--- config.mk ---
export PLATFORM = sky130hd
export DESIGN_NAME = tick_timer
export DESIGN_NICKNAME = d
export VERILOG_FILES = /design/src/tick_timer_pkg_unused_guard.sv /design/src/tick_timer_pkg.sv /design/src/tick_timer.sv
export SDC_FILE = /design/constraint.sdc
export NUM_CORES = 1
export LEC_CHECK = 0
export ABC_AREA = 1
export BUFFER_PORTS_ARGS = -buffer_cell sky130_fd_sc_hd__buf_2
export CORE_ASPECT_RATIO = 2
export CORE_MARGIN = 5
export CORE_UTILIZATION = 40
export CTS_CLUSTER_DIAMETER = 30
export DETAILED_ROUTE_END_ITERATION = 10
export PLACE_DENSITY = 0.74
export SYNTH_ARGS = -nofsm -noshare
export SYNTH_HDL_FRONTEND = slang
export SYNTH_SLANG_ARGS = --single-unit
--- constraint.sdc ---
create_clock -name ref_clk -period 1.65 [get_ports ref_clk]
set_clock_uncertainty 0.05 [all_clocks]
set_input_delay 0.2475 -clock ref_clk [delete_from_list [all_inputs] [get_ports ref_clk]]
set_output_delay 0.2475 -clock ref_clk [all_outputs]
set_load 0.02 [all_outputs]
--- src/tick_timer_pkg_unused_guard.sv ---
`timescale 1ns/1ps

--- src/tick_timer_pkg.sv ---
`default_nettype none
package tick_timer_pkg;

  // ==========================================================
  // register map, byte addresses
  localparam logic [7:0] ADDR_OPTION = 8'h00;
  localparam logic [7:0] ADDR_TICK = 8'h04;
  localparam logic [7:0] ADDR_IRQ = 8'h08;

  // ==========================================================
  // field positions
  localparam int OPT_CS_BIT = 5;
  localparam int OPT_SE_BIT = 4;
  localparam int OPT_PSA_BIT = 3;
  localparam int OPT_PS_LSB = 0;
  localparam int IRQ_EN_BIT = 5;
  localparam int IRQ_FLAG_BIT = 2;

  // ==========================================================
  // reset values
  localparam logic [7:0] OPTION_RESET = 8'h08;
  localparam logic [7:0] TICK_RESET = 8'h00;
  localparam logic IRQ_EN_RESET = 1'b0;

  // ==========================================================
  // timing
  localparam int TOSC_NS = 4;
  localparam int PHASES_PER_CYCLE = 4;
  localparam logic [1:0] Q2_PHASE = 2'h1;
  localparam logic [1:0] Q4_PHASE = 2'h3;
  localparam logic [1:0] WRITE_INHIBIT = 2'h2;

  // ==========================================================
  // bus answers
  localparam logic [1:0] RESP_OKAY = 2'h0;
  localparam logic [1:0] RESP_SLVERR = 2'h2;

  typedef struct packed {
    logic clock_source_select;
    logic source_edge_select;
    logic prescaler_assign;
    logic [2:0] prescale_sel;
  } option_t;

endpackage
`default_nettype wire

--- src/tick_timer.sv ---
// Overview of operation
// - 8-bit tick count; rolling from ff to 00 sets the overflow flag.
// - with internal source and no prescaler, count once per instruction cycle.
// - a tick count write blocks incrementing for the next two instruction cycles.
// - with external source selected, count on the chosen external edge.
// - edge select clear counts rising edges, set counts falling edges.
// - one prescaler shared; assign bit clear serves counter, set serves watchdog.
// - the prescaler count is never readable or writable by software.
// - prescaler on the counter divides by powers of two from 2 to 256.
// - overflow interrupt masked while the enable bit is clear.
// - overflow flag stays set until software clears it.
// - counter and prescaler halt during sleep.
// - prescaler output is sampled at phases Q2 and Q4.
// - without prescaler the external input is the prescaler output directly.
// - with prescaler, external edges ripple through divider before sampling.
// - a sampled external edge increments the count one cycle later.
`timescale 1ns/1ps
`default_nettype none

module tick_timer #(
  parameter int ADDR_W = 8
) (
  // clock and reset
  input wire logic ref_clk,
  input wire logic arst_n,
  // axi4-lite write
  input wire logic awvalid,
  output logic awready,
  input wire logic [ADDR_W-1:0] awaddr,
  input wire logic wvalid,
  output logic wready,
  input wire logic [31:0] wdata,
  input wire logic [3:0] wstrb,
  output logic bvalid,
  input wire logic bready,
  output logic [1:0] bresp,
  // axi4-lite read
  input wire logic arvalid,
  output logic arready,
  input wire logic [ADDR_W-1:0] araddr,
  output logic rvalid,
  input wire logic rready,
  output logic [31:0] rdata,
  output logic [1:0] rresp,
  // pins and system
  input wire logic ext_count_input,
  input wire logic sleep,
  input wire logic wdt_source_tick,
  output logic wdt_tick,
  output logic irq
);

  // ==========================================================
  // register state
  tick_timer_pkg::option_t option;
  logic [7:0] tick_count;
  logic overflow_flag;
  logic overflow_irq_enable;

  // ==========================================================
  // address decode
  function automatic logic hit(input logic [ADDR_W-1:0] a, input logic [7:0] offs);
    hit = (a[ADDR_W-1:2] == offs[ADDR_W-1:2]);
  endfunction

  function automatic logic mapped(input logic [ADDR_W-1:0] a);
    mapped = hit(a, tick_timer_pkg::ADDR_OPTION) || hit(a, tick_timer_pkg::ADDR_TICK) ||
             hit(a, tick_timer_pkg::ADDR_IRQ);
  endfunction

  // ==========================================================
  // write channel
  logic aw_held;
  logic w_held;
  logic [ADDR_W-1:0] aw_addr_q;
  logic [31:0] w_data_q;
  logic [3:0] w_strb_q;
  logic aw_now;
  logic w_now;
  logic wr_fire;
  logic [ADDR_W-1:0] wr_addr;
  logic [31:0] wr_data;
  logic [3:0] wr_strb;

  assign awready = !aw_held && !bvalid;
  assign wready = !w_held && !bvalid;
  assign aw_now = aw_held || (awvalid && awready);
  assign w_now = w_held || (wvalid && wready);
  assign wr_fire = aw_now && w_now && !bvalid;
  assign wr_addr = aw_held ? aw_addr_q : awaddr;
  assign wr_data = w_held ? w_data_q : wdata;
  assign wr_strb = w_held ? w_strb_q : wstrb;

  always_ff @(posedge ref_clk or negedge arst_n) begin
    if (!arst_n) begin
      aw_held <= 1'b0;
      aw_addr_q <= '0;
    end else if (wr_fire) begin
      aw_held <= 1'b0;
    end else if (awvalid && awready) begin
      aw_held <= 1'b1;
      aw_addr_q <= awaddr;
    end
  end

  always_ff @(posedge ref_clk or negedge arst_n) begin
    if (!arst_n) begin
      w_held <= 1'b0;
      w_data_q <= 32'h0;
      w_strb_q <= 4'h0;
    end else if (wr_fire) begin
      w_held <= 1'b0;
    end else if (wvalid && wready) begin
      w_held <= 1'b1;
      w_data_q <= wdata;
      w_strb_q <= wstrb;
    end
  end

  always_ff @(posedge ref_clk or negedge arst_n) begin
    if (!arst_n) begin
      bvalid <= 1'b0;
      bresp <= tick_timer_pkg::RESP_OKAY;
    end else if (wr_fire) begin
      bvalid <= 1'b1;
      bresp <= mapped(wr_addr) ? tick_timer_pkg::RESP_OKAY : tick_timer_pkg::RESP_SLVERR;
    end else if (bready) begin
      bvalid <= 1'b0;
    end
  end

  logic opt_wr;
  logic tick_wr;
  logic irq_wr;
  assign opt_wr = wr_fire && wr_strb[0] && hit(wr_addr, tick_timer_pkg::ADDR_OPTION);
  assign tick_wr = wr_fire && wr_strb[0] && hit(wr_addr, tick_timer_pkg::ADDR_TICK);
  assign irq_wr = wr_fire && wr_strb[0] && hit(wr_addr, tick_timer_pkg::ADDR_IRQ);

  // ==========================================================
  // read channel, prescaler count has no address
  logic [31:0] rd_word;
  assign arready = !rvalid;

  always_comb begin
    rd_word = 32'h0;
    if (hit(araddr, tick_timer_pkg::ADDR_OPTION)) begin
      rd_word[5:0] = option;
    end else if (hit(araddr, tick_timer_pkg::ADDR_TICK)) begin
      rd_word[7:0] = tick_count;
    end else if (hit(araddr, tick_timer_pkg::ADDR_IRQ)) begin
      rd_word[tick_timer_pkg::IRQ_EN_BIT] = overflow_irq_enable;
      rd_word[tick_timer_pkg::IRQ_FLAG_BIT] = overflow_flag;
    end
  end

  always_ff @(posedge ref_clk or negedge arst_n) begin
    if (!arst_n) begin
      rvalid <= 1'b0;
      rdata <= 32'h0;
      rresp <= tick_timer_pkg::RESP_OKAY;
    end else if (arvalid && arready) begin
      rvalid <= 1'b1;
      rdata <= rd_word;
      rresp <= mapped(araddr) ? tick_timer_pkg::RESP_OKAY : tick_timer_pkg::RESP_SLVERR;
    end else if (rready) begin
      rvalid <= 1'b0;
    end
  end

  // ==========================================================
  // option and irq control registers
  always_ff @(posedge ref_clk or negedge arst_n) begin
    if (!arst_n) begin
      option <= tick_timer_pkg::OPTION_RESET[5:0];
    end else if (opt_wr) begin
      option <= wr_data[5:0];
    end
  end

  always_ff @(posedge ref_clk or negedge arst_n) begin
    if (!arst_n) begin
      overflow_irq_enable <= tick_timer_pkg::IRQ_EN_RESET;
    end else if (irq_wr) begin
      overflow_irq_enable <= wr_data[tick_timer_pkg::IRQ_EN_BIT];
    end
  end

  // ==========================================================
  // instruction cycle phases
  logic [1:0] phase;
  logic q2;
  logic q4;
  assign q2 = (phase == tick_timer_pkg::Q2_PHASE);
  assign q4 = (phase == tick_timer_pkg::Q4_PHASE);

  always_ff @(posedge ref_clk or negedge arst_n) begin
    if (!arst_n) begin
      phase <= 2'h0;
    end else begin
      phase <= phase + 2'h1;
    end
  end

  // ==========================================================
  // external edge and shared prescaler
  logic ext_level;
  logic ext_prev;
  logic ext_edge;
  logic pre_event;
  logic [7:0] pre_cnt;
  logic pre_bit;
  logic pre_prev;
  logic pre_rise;
  logic pre_out;

  assign ext_level = ext_count_input ^ option.source_edge_select;
  assign ext_edge = ext_level && !ext_prev;
  assign pre_event = option.prescaler_assign ? wdt_source_tick :
                     (option.clock_source_select ? ext_edge : q4);
  assign pre_bit = pre_cnt[option.prescale_sel];
  assign pre_rise = pre_bit && !pre_prev;
  assign pre_out = option.prescaler_assign ? ext_level : pre_bit;

  always_ff @(posedge ref_clk or negedge arst_n) begin
    if (!arst_n) begin
      ext_prev <= 1'b0;
      pre_prev <= 1'b0;
    end else begin
      ext_prev <= ext_level;
      pre_prev <= pre_bit;
    end
  end

  always_ff @(posedge ref_clk or negedge arst_n) begin
    if (!arst_n) begin
      pre_cnt <= 8'h00;
    end else if (pre_event && !sleep) begin
      pre_cnt <= pre_cnt + 8'h01;
    end
  end

  always_ff @(posedge ref_clk or negedge arst_n) begin
    if (!arst_n) begin
      wdt_tick <= 1'b0;
    end else begin
      wdt_tick <= option.prescaler_assign ? pre_rise : wdt_source_tick;
    end
  end

  // ==========================================================
  // phase sampling and increment delay
  logic samp;
  logic samp_prev;
  logic sync_edge;
  logic ext_pending;
  assign sync_edge = samp && !samp_prev;

  always_ff @(posedge ref_clk or negedge arst_n) begin
    if (!arst_n) begin
      samp <= 1'b0;
    end else if (q2 || q4) begin
      samp <= pre_out;
    end
  end

  always_ff @(posedge ref_clk or negedge arst_n) begin
    if (!arst_n) begin
      samp_prev <= 1'b0;
      ext_pending <= 1'b0;
    end else begin
      samp_prev <= samp;
      ext_pending <= sync_edge;
    end
  end

  // ==========================================================
  // tick count, write inhibit, overflow
  logic [1:0] inhibit;
  logic src_inc;
  logic inc_req;
  logic ovf_set;

  assign src_inc = option.clock_source_select ? ext_pending :
                   (option.prescaler_assign ? q4 : pre_rise);
  assign inc_req = src_inc && !sleep && (inhibit == 2'h0);
  assign ovf_set = inc_req && !tick_wr && (tick_count == 8'hff);

  always_ff @(posedge ref_clk or negedge arst_n) begin
    if (!arst_n) begin
      inhibit <= 2'h0;
    end else if (tick_wr) begin
      inhibit <= tick_timer_pkg::WRITE_INHIBIT;
    end else if (q4 && inhibit != 2'h0) begin
      inhibit <= inhibit - 2'h1;
    end
  end

  always_ff @(posedge ref_clk or negedge arst_n) begin
    if (!arst_n) begin
      tick_count <= tick_timer_pkg::TICK_RESET;
    end else if (tick_wr) begin
      tick_count <= wr_data[7:0];
    end else if (inc_req) begin
      tick_count <= tick_count + 8'h01;
    end
  end

  always_ff @(posedge ref_clk or negedge arst_n) begin
    if (!arst_n) begin
      overflow_flag <= 1'b0;
    end else if (ovf_set) begin
      overflow_flag <= 1'b1;
    end else if (irq_wr && wr_data[tick_timer_pkg::IRQ_FLAG_BIT]) begin
      overflow_flag <= 1'b0;
    end
  end

  assign irq = overflow_flag && overflow_irq_enable;
endmodule // tick_timer

`default_nettype wire

**Word-level counts from Yosys, hierarchy flattened**

Index checks and enable logic that the tools add are counted.

- Add/sub/neg operators: 4
- Multipliers: 0
- Divide/modulo/power cells: 0
- Order comparisons: 1
- Equality and inequality tests: 7
- Shifts and indexed selects: 0
- Muxes and demuxes: 36
- Bitwise operators: 2
- Reduce and logical (&&, ||, !) cells: 51

Operators with widths:

| kind | count |
|---|---|
| $mux 8 | 4 |
| $logic_and 1x1->1 | 22 |
| $mux 1 | 22 |
| $add 8x1->8 const B | 2 |
| $mux 2 | 8 |
| $reduce_bool 2->1 | 8 |
| $eq 6x1->1 const B | 2 |
| $eq 6x2->1 const B | 2 |
| $logic_not 6->1 | 2 |
| $logic_not 1->1 | 9 |
| $eq 8x8->1 const B | 1 |
| $logic_or 1x1->1 | 7 |
| $mux 6 | 1 |
| $lt 3x4->1 const B | 1 |
| $reduce_and 2->1 | 2 |
| $bmux 1 s3 | 1 |
| $add 2x1->2 const B | 1 |
| $eq 2x1->1 const B | 1 |
| $eq 2x2->1 const B | 1 |
| $logic_not 2->1 | 1 |
| $sub 2x1->2 const B | 1 |
| $not 1->1 | 1 |
| $xor 1x1->1 | 1 |

- Flip-flop bits (word level): 67
- Bits in latches: 0
- RAM bits: 0
- Bits in read-only memories: 0
- Input port bits: 62
- Output and inout port bits: 43
- Logic and storage cells: 127
- Memories: 0

**Depth between registers and ports, before layout**

Gate-level depths: netlist (run 1).

- Depth after elaboration: 12
- Gate-level depth with buffers: 12
- Mapped depth without buffers: 11

**Least setup slack after synthesis (run 1)**

Ideal clock, no wire load.

- Path type: flip-flop to flip-flop
- From: reg aw_held
- To: reg tick_count[7]
- Arrival: 1.435 ns
- Required time: 1.483 ns
- Path slack: 0.048 ns
- Stages on the path, launching flop included: 12
- Buffers on the path: 2
- Clock period less this slack: 1.602 ns
- Cells stage by stage: dfrtp_1 buf_6 o21ai_2 inv_2 or2_1 nor2_1 nand2_1 buf_6 nand2_1 nand2_1 nand2_1 nand2_1

- Word-level cells in the longest chain between the ends: 9
- Elaborated cells on any way between the ends: 12
- Those cells by class: eq/ne (1); mux (2); reduce/logical (9)

RTL lines:

| what | RTL line | source |
|---|---|---|
| from (decl) | tick_timer.sv:73 | `logic aw_held;` |
| from (signal assigned) | tick_timer.sv:96 | `aw_held <= 1'b0;` |
| from (signal assigned) | tick_timer.sv:99 | `aw_held <= 1'b0;` |
| from (signal assigned) | tick_timer.sv:101 | `aw_held <= 1'b1;` |
| $logic_not 1->1 | tick_timer.sv:85 | `assign awready = !aw_held && !bvalid;` |
| $logic_and 1x1->1 | tick_timer.sv:85 |  |
| $logic_and 1x1->1 | tick_timer.sv:87 | `assign aw_now = aw_held \|\| (awvalid && awready);` |
| $logic_or 1x1->1 | tick_timer.sv:87 |  |
| $logic_and 1x1->1 (2 in a row) | tick_timer.sv:89 | `assign wr_fire = aw_now && w_now && !bvalid;` |
| $logic_and 1x1->1 | tick_timer.sv:136 | `assign tick_wr = wr_fire && wr_strb[0] && hit(wr_addr, tick_timer_pkg::ADDR_TICK);` |
| $logic_and 1x1->1 * | tick_timer.sv:136 |  |
| $mux 8 / $reduce_bool 2->1 (equally long branches) | -- |  |
| to (signal assigned) | tick_timer.sv:300 | `tick_count <= tick_timer_pkg::TICK_RESET;` |
| to (signal assigned) | tick_timer.sv:302 | `tick_count <= wr_data[7:0];` |
| to (signal assigned) | tick_timer.sv:304 | `tick_count <= tick_count + 8'h01;` |
| to (decl) | tick_timer.sv:56 | `logic [7:0] tick_count;` |

Every way passes the cells marked *; elsewhere a longest branch is shown, timed or not.
A chain may end at the register's enable or synchronous reset.

**Worst setup path in the final report (run 1)**

- From: reg aw_held
- To: reg tick_count[1]

The elaborated chain is that of the path after synthesis.

==> run summary, run 1 <==
=================================================================================
H-tree Lvls                                                                     3
Post-synthesis cell type count                                                 34
Power density cells                                                  1480 nW/um^2
Critical Path Sink Type                                                 flip-flop
EDFF count, synth                                                               0
Drt first-iter violations                                                     174
Startpoint type of the worst setup path                                 flip-flop
Global-route wire length before repair                                    12.8 mm
CTS tree                                                                     done
Global routing usage summed across all routing layers                       0.159
Peak VDD IR                                                               1060 uV
CP Max Fanout                                                                   5
Top-count cell post-synth                                            sky130_fd_sc_hd__nand2_1
Clock period minus final worst setup slack                                1.73 ns
Post-synth top area share                                                   0.457
Family with the most delay on the worst path                         simple AND/OR/NAND/NOR gates
Final RePlAce weighted congestion                                           0.852
Proportion of synthesized chip area in sequential cells                     0.465
Synth-to-layout area growth                                                 30.3%
Cell occurring most often along the worst timing path                sky130_fd_sc_hd__nand2_1
Via count of the first global-routing pass                                  2,916
Setup Crit Path Kind                                                      reg2reg
Wirelength, routed                                                        8.37 mm
Final standard cell count with taps included and fillers excluded             602
Final-report max-slew violation count                                           0
Area of the die                                                      10,500 sq um
Root buffer cell                                                     sky130_fd_sc_hd__clkbuf_16
Fin Hold WS                                                             0.0513 ns
Share of the cycle needed by the critical path after routing                 1.05
Worst setup margin                                                     -0.0826 ns
Post-layout net count                                                         568
Final standard cell utilization of the core                                 0.533
Largest cells by area after synthesis                                sky130_fd_sc_hd__dfrtp_1 46%, sky130_fd_sc_hd__nand2_1 11%, sky130_fd_sc_hd__buf_4 6.6%
DR WL/cell                                                                13.9 um
Warnings from Yosys                                                             0
Maximum clock insertion buffer count                                            2
Total I/O pin count                                                           105
Routed via count                                                            2,956
Series of cell instances along the critical path                     buf_12, o21ai_2, inv_2, or2_4, nor2_4, nand2_4, clkbuf_16, nand2_2, nand2_1, nand2_1, nand2_1
Share of synthesized flip-flops with an asynchronous set or reset            1.00
Post-synthesis sequential element count                                        63
Core area                                                              8290 sq um
Placed Cells                                                                  578
Transition at the pin with the smallest max-transition slack             0.586 ns
Class of the tightest hold or removal check                                in2reg
Maximum clock frequency                                                 0.577 GHz
Antenna diode instance count                                                    0
Slowest Stage Delay on Critical Path                                      0.42 ns
Per-cell via count in the routed design                                      4.91
Storage element area                                                   1580 sq um
Clock sink count                                                               63
Arrival @ worst endpoint                                                  1.90 ns
TritonCTS Buffers                                                               9
Standard-cell rows                                                             47
DIE WIDTH                                                                 75.1 um
Number of standard cells after synthesis                                      419
Maximum Capacitance Violations                                                  0
Max stage delay cell, worst path                                     sky130_fd_sc_hd__dfrtp_2
Initial core utilization                                                    0.409
Estimated wirelength of the detail-placed design                          5.98 mm
Fraction of final layout cells sized beyond drive strength 1                0.286
Worst path buffer plus inverter count                                           3
Overflow after GRT                                                              0
Residual DRC                                                                    0
Register clock-pin slew on the reported worst setup and hold paths        0.05 ns
Worst R2R Setup Slack                                                    -0.08 ns
Number of antenna violations at the first check in global routing               0
Final setup violation count                                                    16
Synth Flop Type                                                      sky130_fd_sc_hd__dfrtp_1
Biggest area consumer among synthesized cells                        sky130_fd_sc_hd__dfrtp_1
Number of antenna-violating nets in the routed design                           0
TritonRoute pass-1 iters                                                        4
Worst Path Required                                                       1.82 ns
Area taken by multi-input logic gates                                  1610 sq um
Mean cell area of the mapped netlist                                   8.10 sq um
Setup repair after global routing missed its margin                           yes
Max transition margin                                                       0.609
Violations in the final reports                                      negative setup slack
Final hold violation count                                                      0
Largest net degree at the start of global routing                              25
Leakage power                                                          0.00227 uW
Buffers added on ports                                                         47
Cell types with the highest counts after synthesis                   96 x sky130_fd_sc_hd__nand2_1, 62 x sky130_fd_sc_hd__dfrtp_1, 52 x sky130_fd_sc_hd__inv_1
Clock insertion delay at the later pin of the skew report                 0.33 ns
Die H                                                                      140 um
Number of filler cells placed in the layout                                   752
Result of the run                                                    complete, but fails checks
Cell area after synthesis                                              3390 sq um
=================================================================================
per-layer routing:
metal	GRT usage	up-vias	wire, um
li1	-	1453	-
met1	0.163	1395	2920
met2	0.280	92	4710
met3	0.0344	16	485
met4	0.0986	0	254
met5	0	-	0
cell type report:
class | instances | area share
clock buffer | 13 | 0.0589
clock inverter | 1 | 0.00113
inverter | 55 | 0.0467
multi-input combinational | 288 | 0.364
sequential | 63 | 0.357
tap | 98 | 0.0277
timing repair buffer | 84 | 0.145
report_power, final:
part	total (uW)	switching (uW)	internal [uW]
combinational	2440	1410	1030
sequential	2410	363	2050
clock	1700	627	1080
repair_timing:
item                       in CTS  in global routing
setup buffers                   3                  2
gates cloned                    1                  3
pin swaps                       3                 17
resized for setup              13                 47
hold buffers                    1                  0
hold endpoints to repair       20                  0
setup endpoints to repair      22                 33
per-stage QoR:
step	worst slack (ns)	total power, uW	setup TNS (ns)	area [sq um]
floorplan	0.0479	3780	0	3490
global placement	-0.0911	4360	-0.944	3830
detailed placement	-0.138	4470	-1.73	3830
CTS	-0.0354	6330	-0.249	4190
global route	-0.166	6990	-2.23	4420
finish	-0.0826	6560	-0.834	4420
state kept, by name, summed over array words and instances, names as in the netlist, 2 cells and up:
name,cells
pre_cnt,8
rdata,8
tick_count,8
w_data_q,8
aw_addr_q,6
option,6
inhibit,2
phase,2
path summary, 6_finish.rpt:
kind / startpoint / end / depth (start not counted)
max: aw_held / tick_count[1] / 11
min: bready / bvalid / 2
max reg2reg: aw_held / tick_count[1] / 11
min reg2reg: samp / samp_prev / 0
max in group asynchronous: arst_n / rdata[3] / 3
min in group asynchronous: arst_n / wdt_tick / 2
cells in the final DEF (no fill, tap or decap), types with 4 or more instances in the layout:
cell	instances
sky130_fd_sc_hd__a21oi_1	15
sky130_fd_sc_hd__buf_12	5
sky130_fd_sc_hd__buf_2	47
sky130_fd_sc_hd__buf_4	22
sky130_fd_sc_hd__buf_6	7
sky130_fd_sc_hd__clkbuf_16	11
sky130_fd_sc_hd__conb_1	26
sky130_fd_sc_hd__dfrtp_1	61
sky130_fd_sc_hd__ha_1	4
sky130_fd_sc_hd__inv_1	52
sky130_fd_sc_hd__nand2_1	77
sky130_fd_sc_hd__nand2_2	17
sky130_fd_sc_hd__nand3_1	35
sky130_fd_sc_hd__nand4_1	6
sky130_fd_sc_hd__nor2_1	21
sky130_fd_sc_hd__nor3_1	5
sky130_fd_sc_hd__o21ai_0	31
sky130_fd_sc_hd__o21ai_2	7
sky130_fd_sc_hd__xor2_1	14
cells by family (layout without fill, tap and decap cells):
kind of cell | count (synthesis) | in the layout | synth area share
flops | 63 | 63 | 0.465
fa+ha+maj | 5 | 5 | 0.0184
xor+xnor | 15 | 15 | 0.0387
simple gates | 176 | 176 | 0.224
buf+inv | 93 | 153 | 0.141
other cells | 1 | 26 | 0.00110
mux | 1 | 1 | 0.00332
compound gates | 65 | 65 | 0.109
Note: power is estimated with default switching activity, not from simulation.
==> run 2, diff against run 1 <==
--- a/config.mk
+++ b/config.mk
@@ -9,10 +9,10 @@
 export BUFFER_PORTS_ARGS = -buffer_cell sky130_fd_sc_hd__buf_2
 export CORE_ASPECT_RATIO = 2
 export CORE_MARGIN = 5
-export CORE_UTILIZATION = 40
+export CORE_UTILIZATION = 36
 export CTS_CLUSTER_DIAMETER = 30
 export DETAILED_ROUTE_END_ITERATION = 10
-export PLACE_DENSITY = 0.74
+export PLACE_DENSITY = 0.69
 export SYNTH_ARGS = -nofsm -noshare
 export SYNTH_HDL_FRONTEND = slang
 export SYNTH_SLANG_ARGS = --single-unit
==> run 2 against run 1 <==
  * The run still ends with negative setup slack left
  * Fmax shrank 2.9%
  * Worst hold slack gained 0.0085 ns
  * Sequential share of layout area shrank 0.76 points
  * Sequential power is essentially flat
  * First-iteration DRC count shrank 26%
  * Power grew 2.4%
  * Cell area grew 2.2%
  * Die area grew 9.9%
  * Core utilization shrank 4.9 points
  * Critical path depth is the same
  * Combinational power grew 6%
  * Critical path type unchanged
  * Highest routed layer unchanged
==> run summary, run 2 (synthesis results as in run 1) <==
=================================================================================
Number of antenna violations at the first check in global routing               0   unchanged
Power density cells                                                  1490 nW/um^2   was 1480 nW/um^2
Register clock-pin slew on the reported worst setup and hold paths        0.05 ns   about the same
Antenna diode instance count                                                    0   unchanged
Post-layout net count                                                         573   was 568
Clock period minus final worst setup slack                                1.78 ns   was 1.73 ns
CP Max Fanout                                                                   5   unchanged
Worst setup margin                                                      -0.135 ns   was -0.0826 ns
Area of the die                                                      11,600 sq um   was 10,500 sq um
H-tree Lvls                                                                     3   unchanged
Peak VDD IR                                                                987 uV   was 1060 uV
Result of the run                                                    complete, but fails checks   unchanged
Startpoint type of the worst setup path                                 flip-flop   unchanged
Number of antenna-violating nets in the routed design                           0   unchanged
Final RePlAce weighted congestion                                           0.852   about the same
TritonCTS Buffers                                                               9   unchanged
Commonest cells after routing, fill and taps aside                   82 x sky130_fd_sc_hd__nand2_1, 61 x sky130_fd_sc_hd__dfrtp_1, 52 x sky130_fd_sc_hd__inv_1, 47 x sky130_fd_sc_hd__buf_2, 36 x sky130_fd_sc_hd__nand3_1   was 77 x sky130_fd_sc_hd__nand2_1, 61 x sky130_fd_sc_hd__dfrtp_1, 52 x sky130_fd_sc_hd__inv_1, 47 x sky130_fd_sc_hd__buf_2, 35 x sky130_fd_sc_hd__nand3_1
Routed via count                                                            2,989   was 2,956
Synth-to-layout area growth                                                 33.1%   was 30.3%
Largest net degree at the start of global routing                              23   was 25
Instance area at placement                                             3840 sq um   was 3830 sq um
Die H                                                                      147 um   was 140 um
Initial core utilization                                                    0.364   was 0.409
Root buffer cell                                                     sky130_fd_sc_hd__clkbuf_16   unchanged
Placed Cells                                                                  587   was 578
Class of the tightest hold or removal check                                in2reg   unchanged
Core area                                                              9320 sq um   was 8290 sq um
Wirelength, routed                                                        8.57 mm   was 8.37 mm
Arrival @ worst endpoint                                                  1.94 ns   was 1.90 ns
Critical Path Sink Type                                                 flip-flop   unchanged
Final setup violation count                                                    16   unchanged
Buffers added on ports                                                         47   unchanged
Final standard cell count with taps included and fillers excluded             615   was 602
Clock insertion delay at the later pin of the skew report                 0.33 ns   about the same
TritonRoute pass-1 iters                                                        4   unchanged
Estimated wirelength of the detail-placed design                          5.99 mm   was 5.98 mm
Worst setup slack after placement                                       -0.115 ns   was -0.138 ns
Global routing usage summed across all routing layers                       0.146   was 0.159
Violations in the final reports                                      negative setup slack   unchanged
Maximum Capacitance Violations                                                  0   unchanged
Most common cell after layout, fill and taps aside                   sky130_fd_sc_hd__nand2_1   unchanged
Worst Path Required                                                       1.81 ns   was 1.82 ns
Setup repair after global routing missed its margin                           yes   unchanged
Leakage power                                                          0.00232 uW   was 0.00227 uW
Residual DRC                                                                    0   unchanged
Transition at the pin with the smallest max-transition slack             0.567 ns   was 0.586 ns
Setup Crit Path Kind                                                      reg2reg   unchanged
Maximum clock frequency                                                 0.560 GHz   was 0.577 GHz
Total I/O pin count                                                           105   unchanged
Final std cell area, no fill                                           4520 sq um   was 4420 sq um
Fraction of final layout cells sized beyond drive strength 1                0.286   unchanged
Final hold violation count                                                      0   unchanged
DR WL/cell                                                                13.9 um   about the same
Standard-cell rows                                                             50   was 47
Final-report max-slew violation count                                           0   unchanged
Maximum clock insertion buffer count                                            2   unchanged
Max transition margin                                                       0.622   was 0.609
CTS tree                                                                     done   unchanged
DIE WIDTH                                                                 78.7 um   was 75.1 um
Share of the cycle needed by the critical path after routing                 1.08   was 1.05
Setup TNS                                                                -1.13 ns   was -0.834 ns
Global-route wire length before repair                                    13.5 mm   was 12.8 mm
Overflow after GRT                                                              0   unchanged
Clock sink count                                                               63   unchanged
Drt first-iter violations                                                     129   was 174
Via count of the first global-routing pass                                  3,078   was 2,916
Per-cell via count in the routed design                                      4.86   was 4.91
=================================================================================
## run 2: cell count changes in the layout (fill, tap and decap cells not counted), sizes merged
cell | previous run | this run
buf | 81 | 84
clkbuf | 15 | 19
## run 2: repair_timing
action,in CTS,in global routing
endpoints found under the setup margin,19,34
pin swaps,4,15
buffers inserted,5,1
endpoints found under the hold margin,17,0
gates cloned,1,5
gates resized for setup,17,45
hold buffers,1,0
## run 2: final cells by class
type	instances	area [sq um]
Clock inverter	1	5.00
Tap cell	104	130
Clock buffer	15	268
Inverter	55	206
Sequential cell	63	1580
Multi-Input combinational cell	288	1630
Fill cell	863	4800
Timing Repair Buffer	89	699
## run 2: worst paths after layout
path	startpoint	end	slack, ns	depth (start not counted)
max in group asynchronous	arst_n	aw_held	0.55	3
hold reg to reg	samp	samp_prev	0.32	0
setup / recovery	aw_held	tick_count[2]	-0.13	11
setup reg to reg	aw_held	tick_count[2]	-0.13	11
hold / removal	bready	bvalid	0.06	2
min in group asynchronous	arst_n	pre_cnt[0]	0.41	2
## run 2: per-stage QoR
stage / hold WS, ns / power, uW / util
after floorplan: -0.0981 / 3780 / -
after global placement: 0.215 / 4370 / 0.412
after detailed placement: 0.222 / 4460 / 0.412
after CTS: 0.0528 / 6370 / 0.455
after global routing: 0.0610 / 7190 / 0.485
final: 0.0599 / 6710 / 0.485
## run 2: layer usage
layer	vias up	GRT usage	wire [um]
met3	21	0.0325	393
met2	84	0.275	4900
met5	-	0	0
li1	1465	-	-
met1	1419	0.143	3000
met4	0	0.0762	282
## run 2: critical path, stage by stage, from the launching register on
cell                      delay (ns)
sky130_fd_sc_hd__dfrtp_2        0.43
sky130_fd_sc_hd__buf_12         0.14
sky130_fd_sc_hd__o21ai_4        0.11
sky130_fd_sc_hd__inv_2          0.04
sky130_fd_sc_hd__or2_4          0.25
sky130_fd_sc_hd__nor2_4         0.15
sky130_fd_sc_hd__nand2_4        0.10
sky130_fd_sc_hd__buf_12         0.15
sky130_fd_sc_hd__nand2_2        0.04
sky130_fd_sc_hd__nand2_1        0.05
sky130_fd_sc_hd__nand2_1        0.08
sky130_fd_sc_hd__nand2_1        0.07
## run 2: report_power, final
part           internal (uW)  switching (uW)  total [uW]
clock                   1100             622        1720
combinational           1110            1470        2580
sequential              2050             361        2410
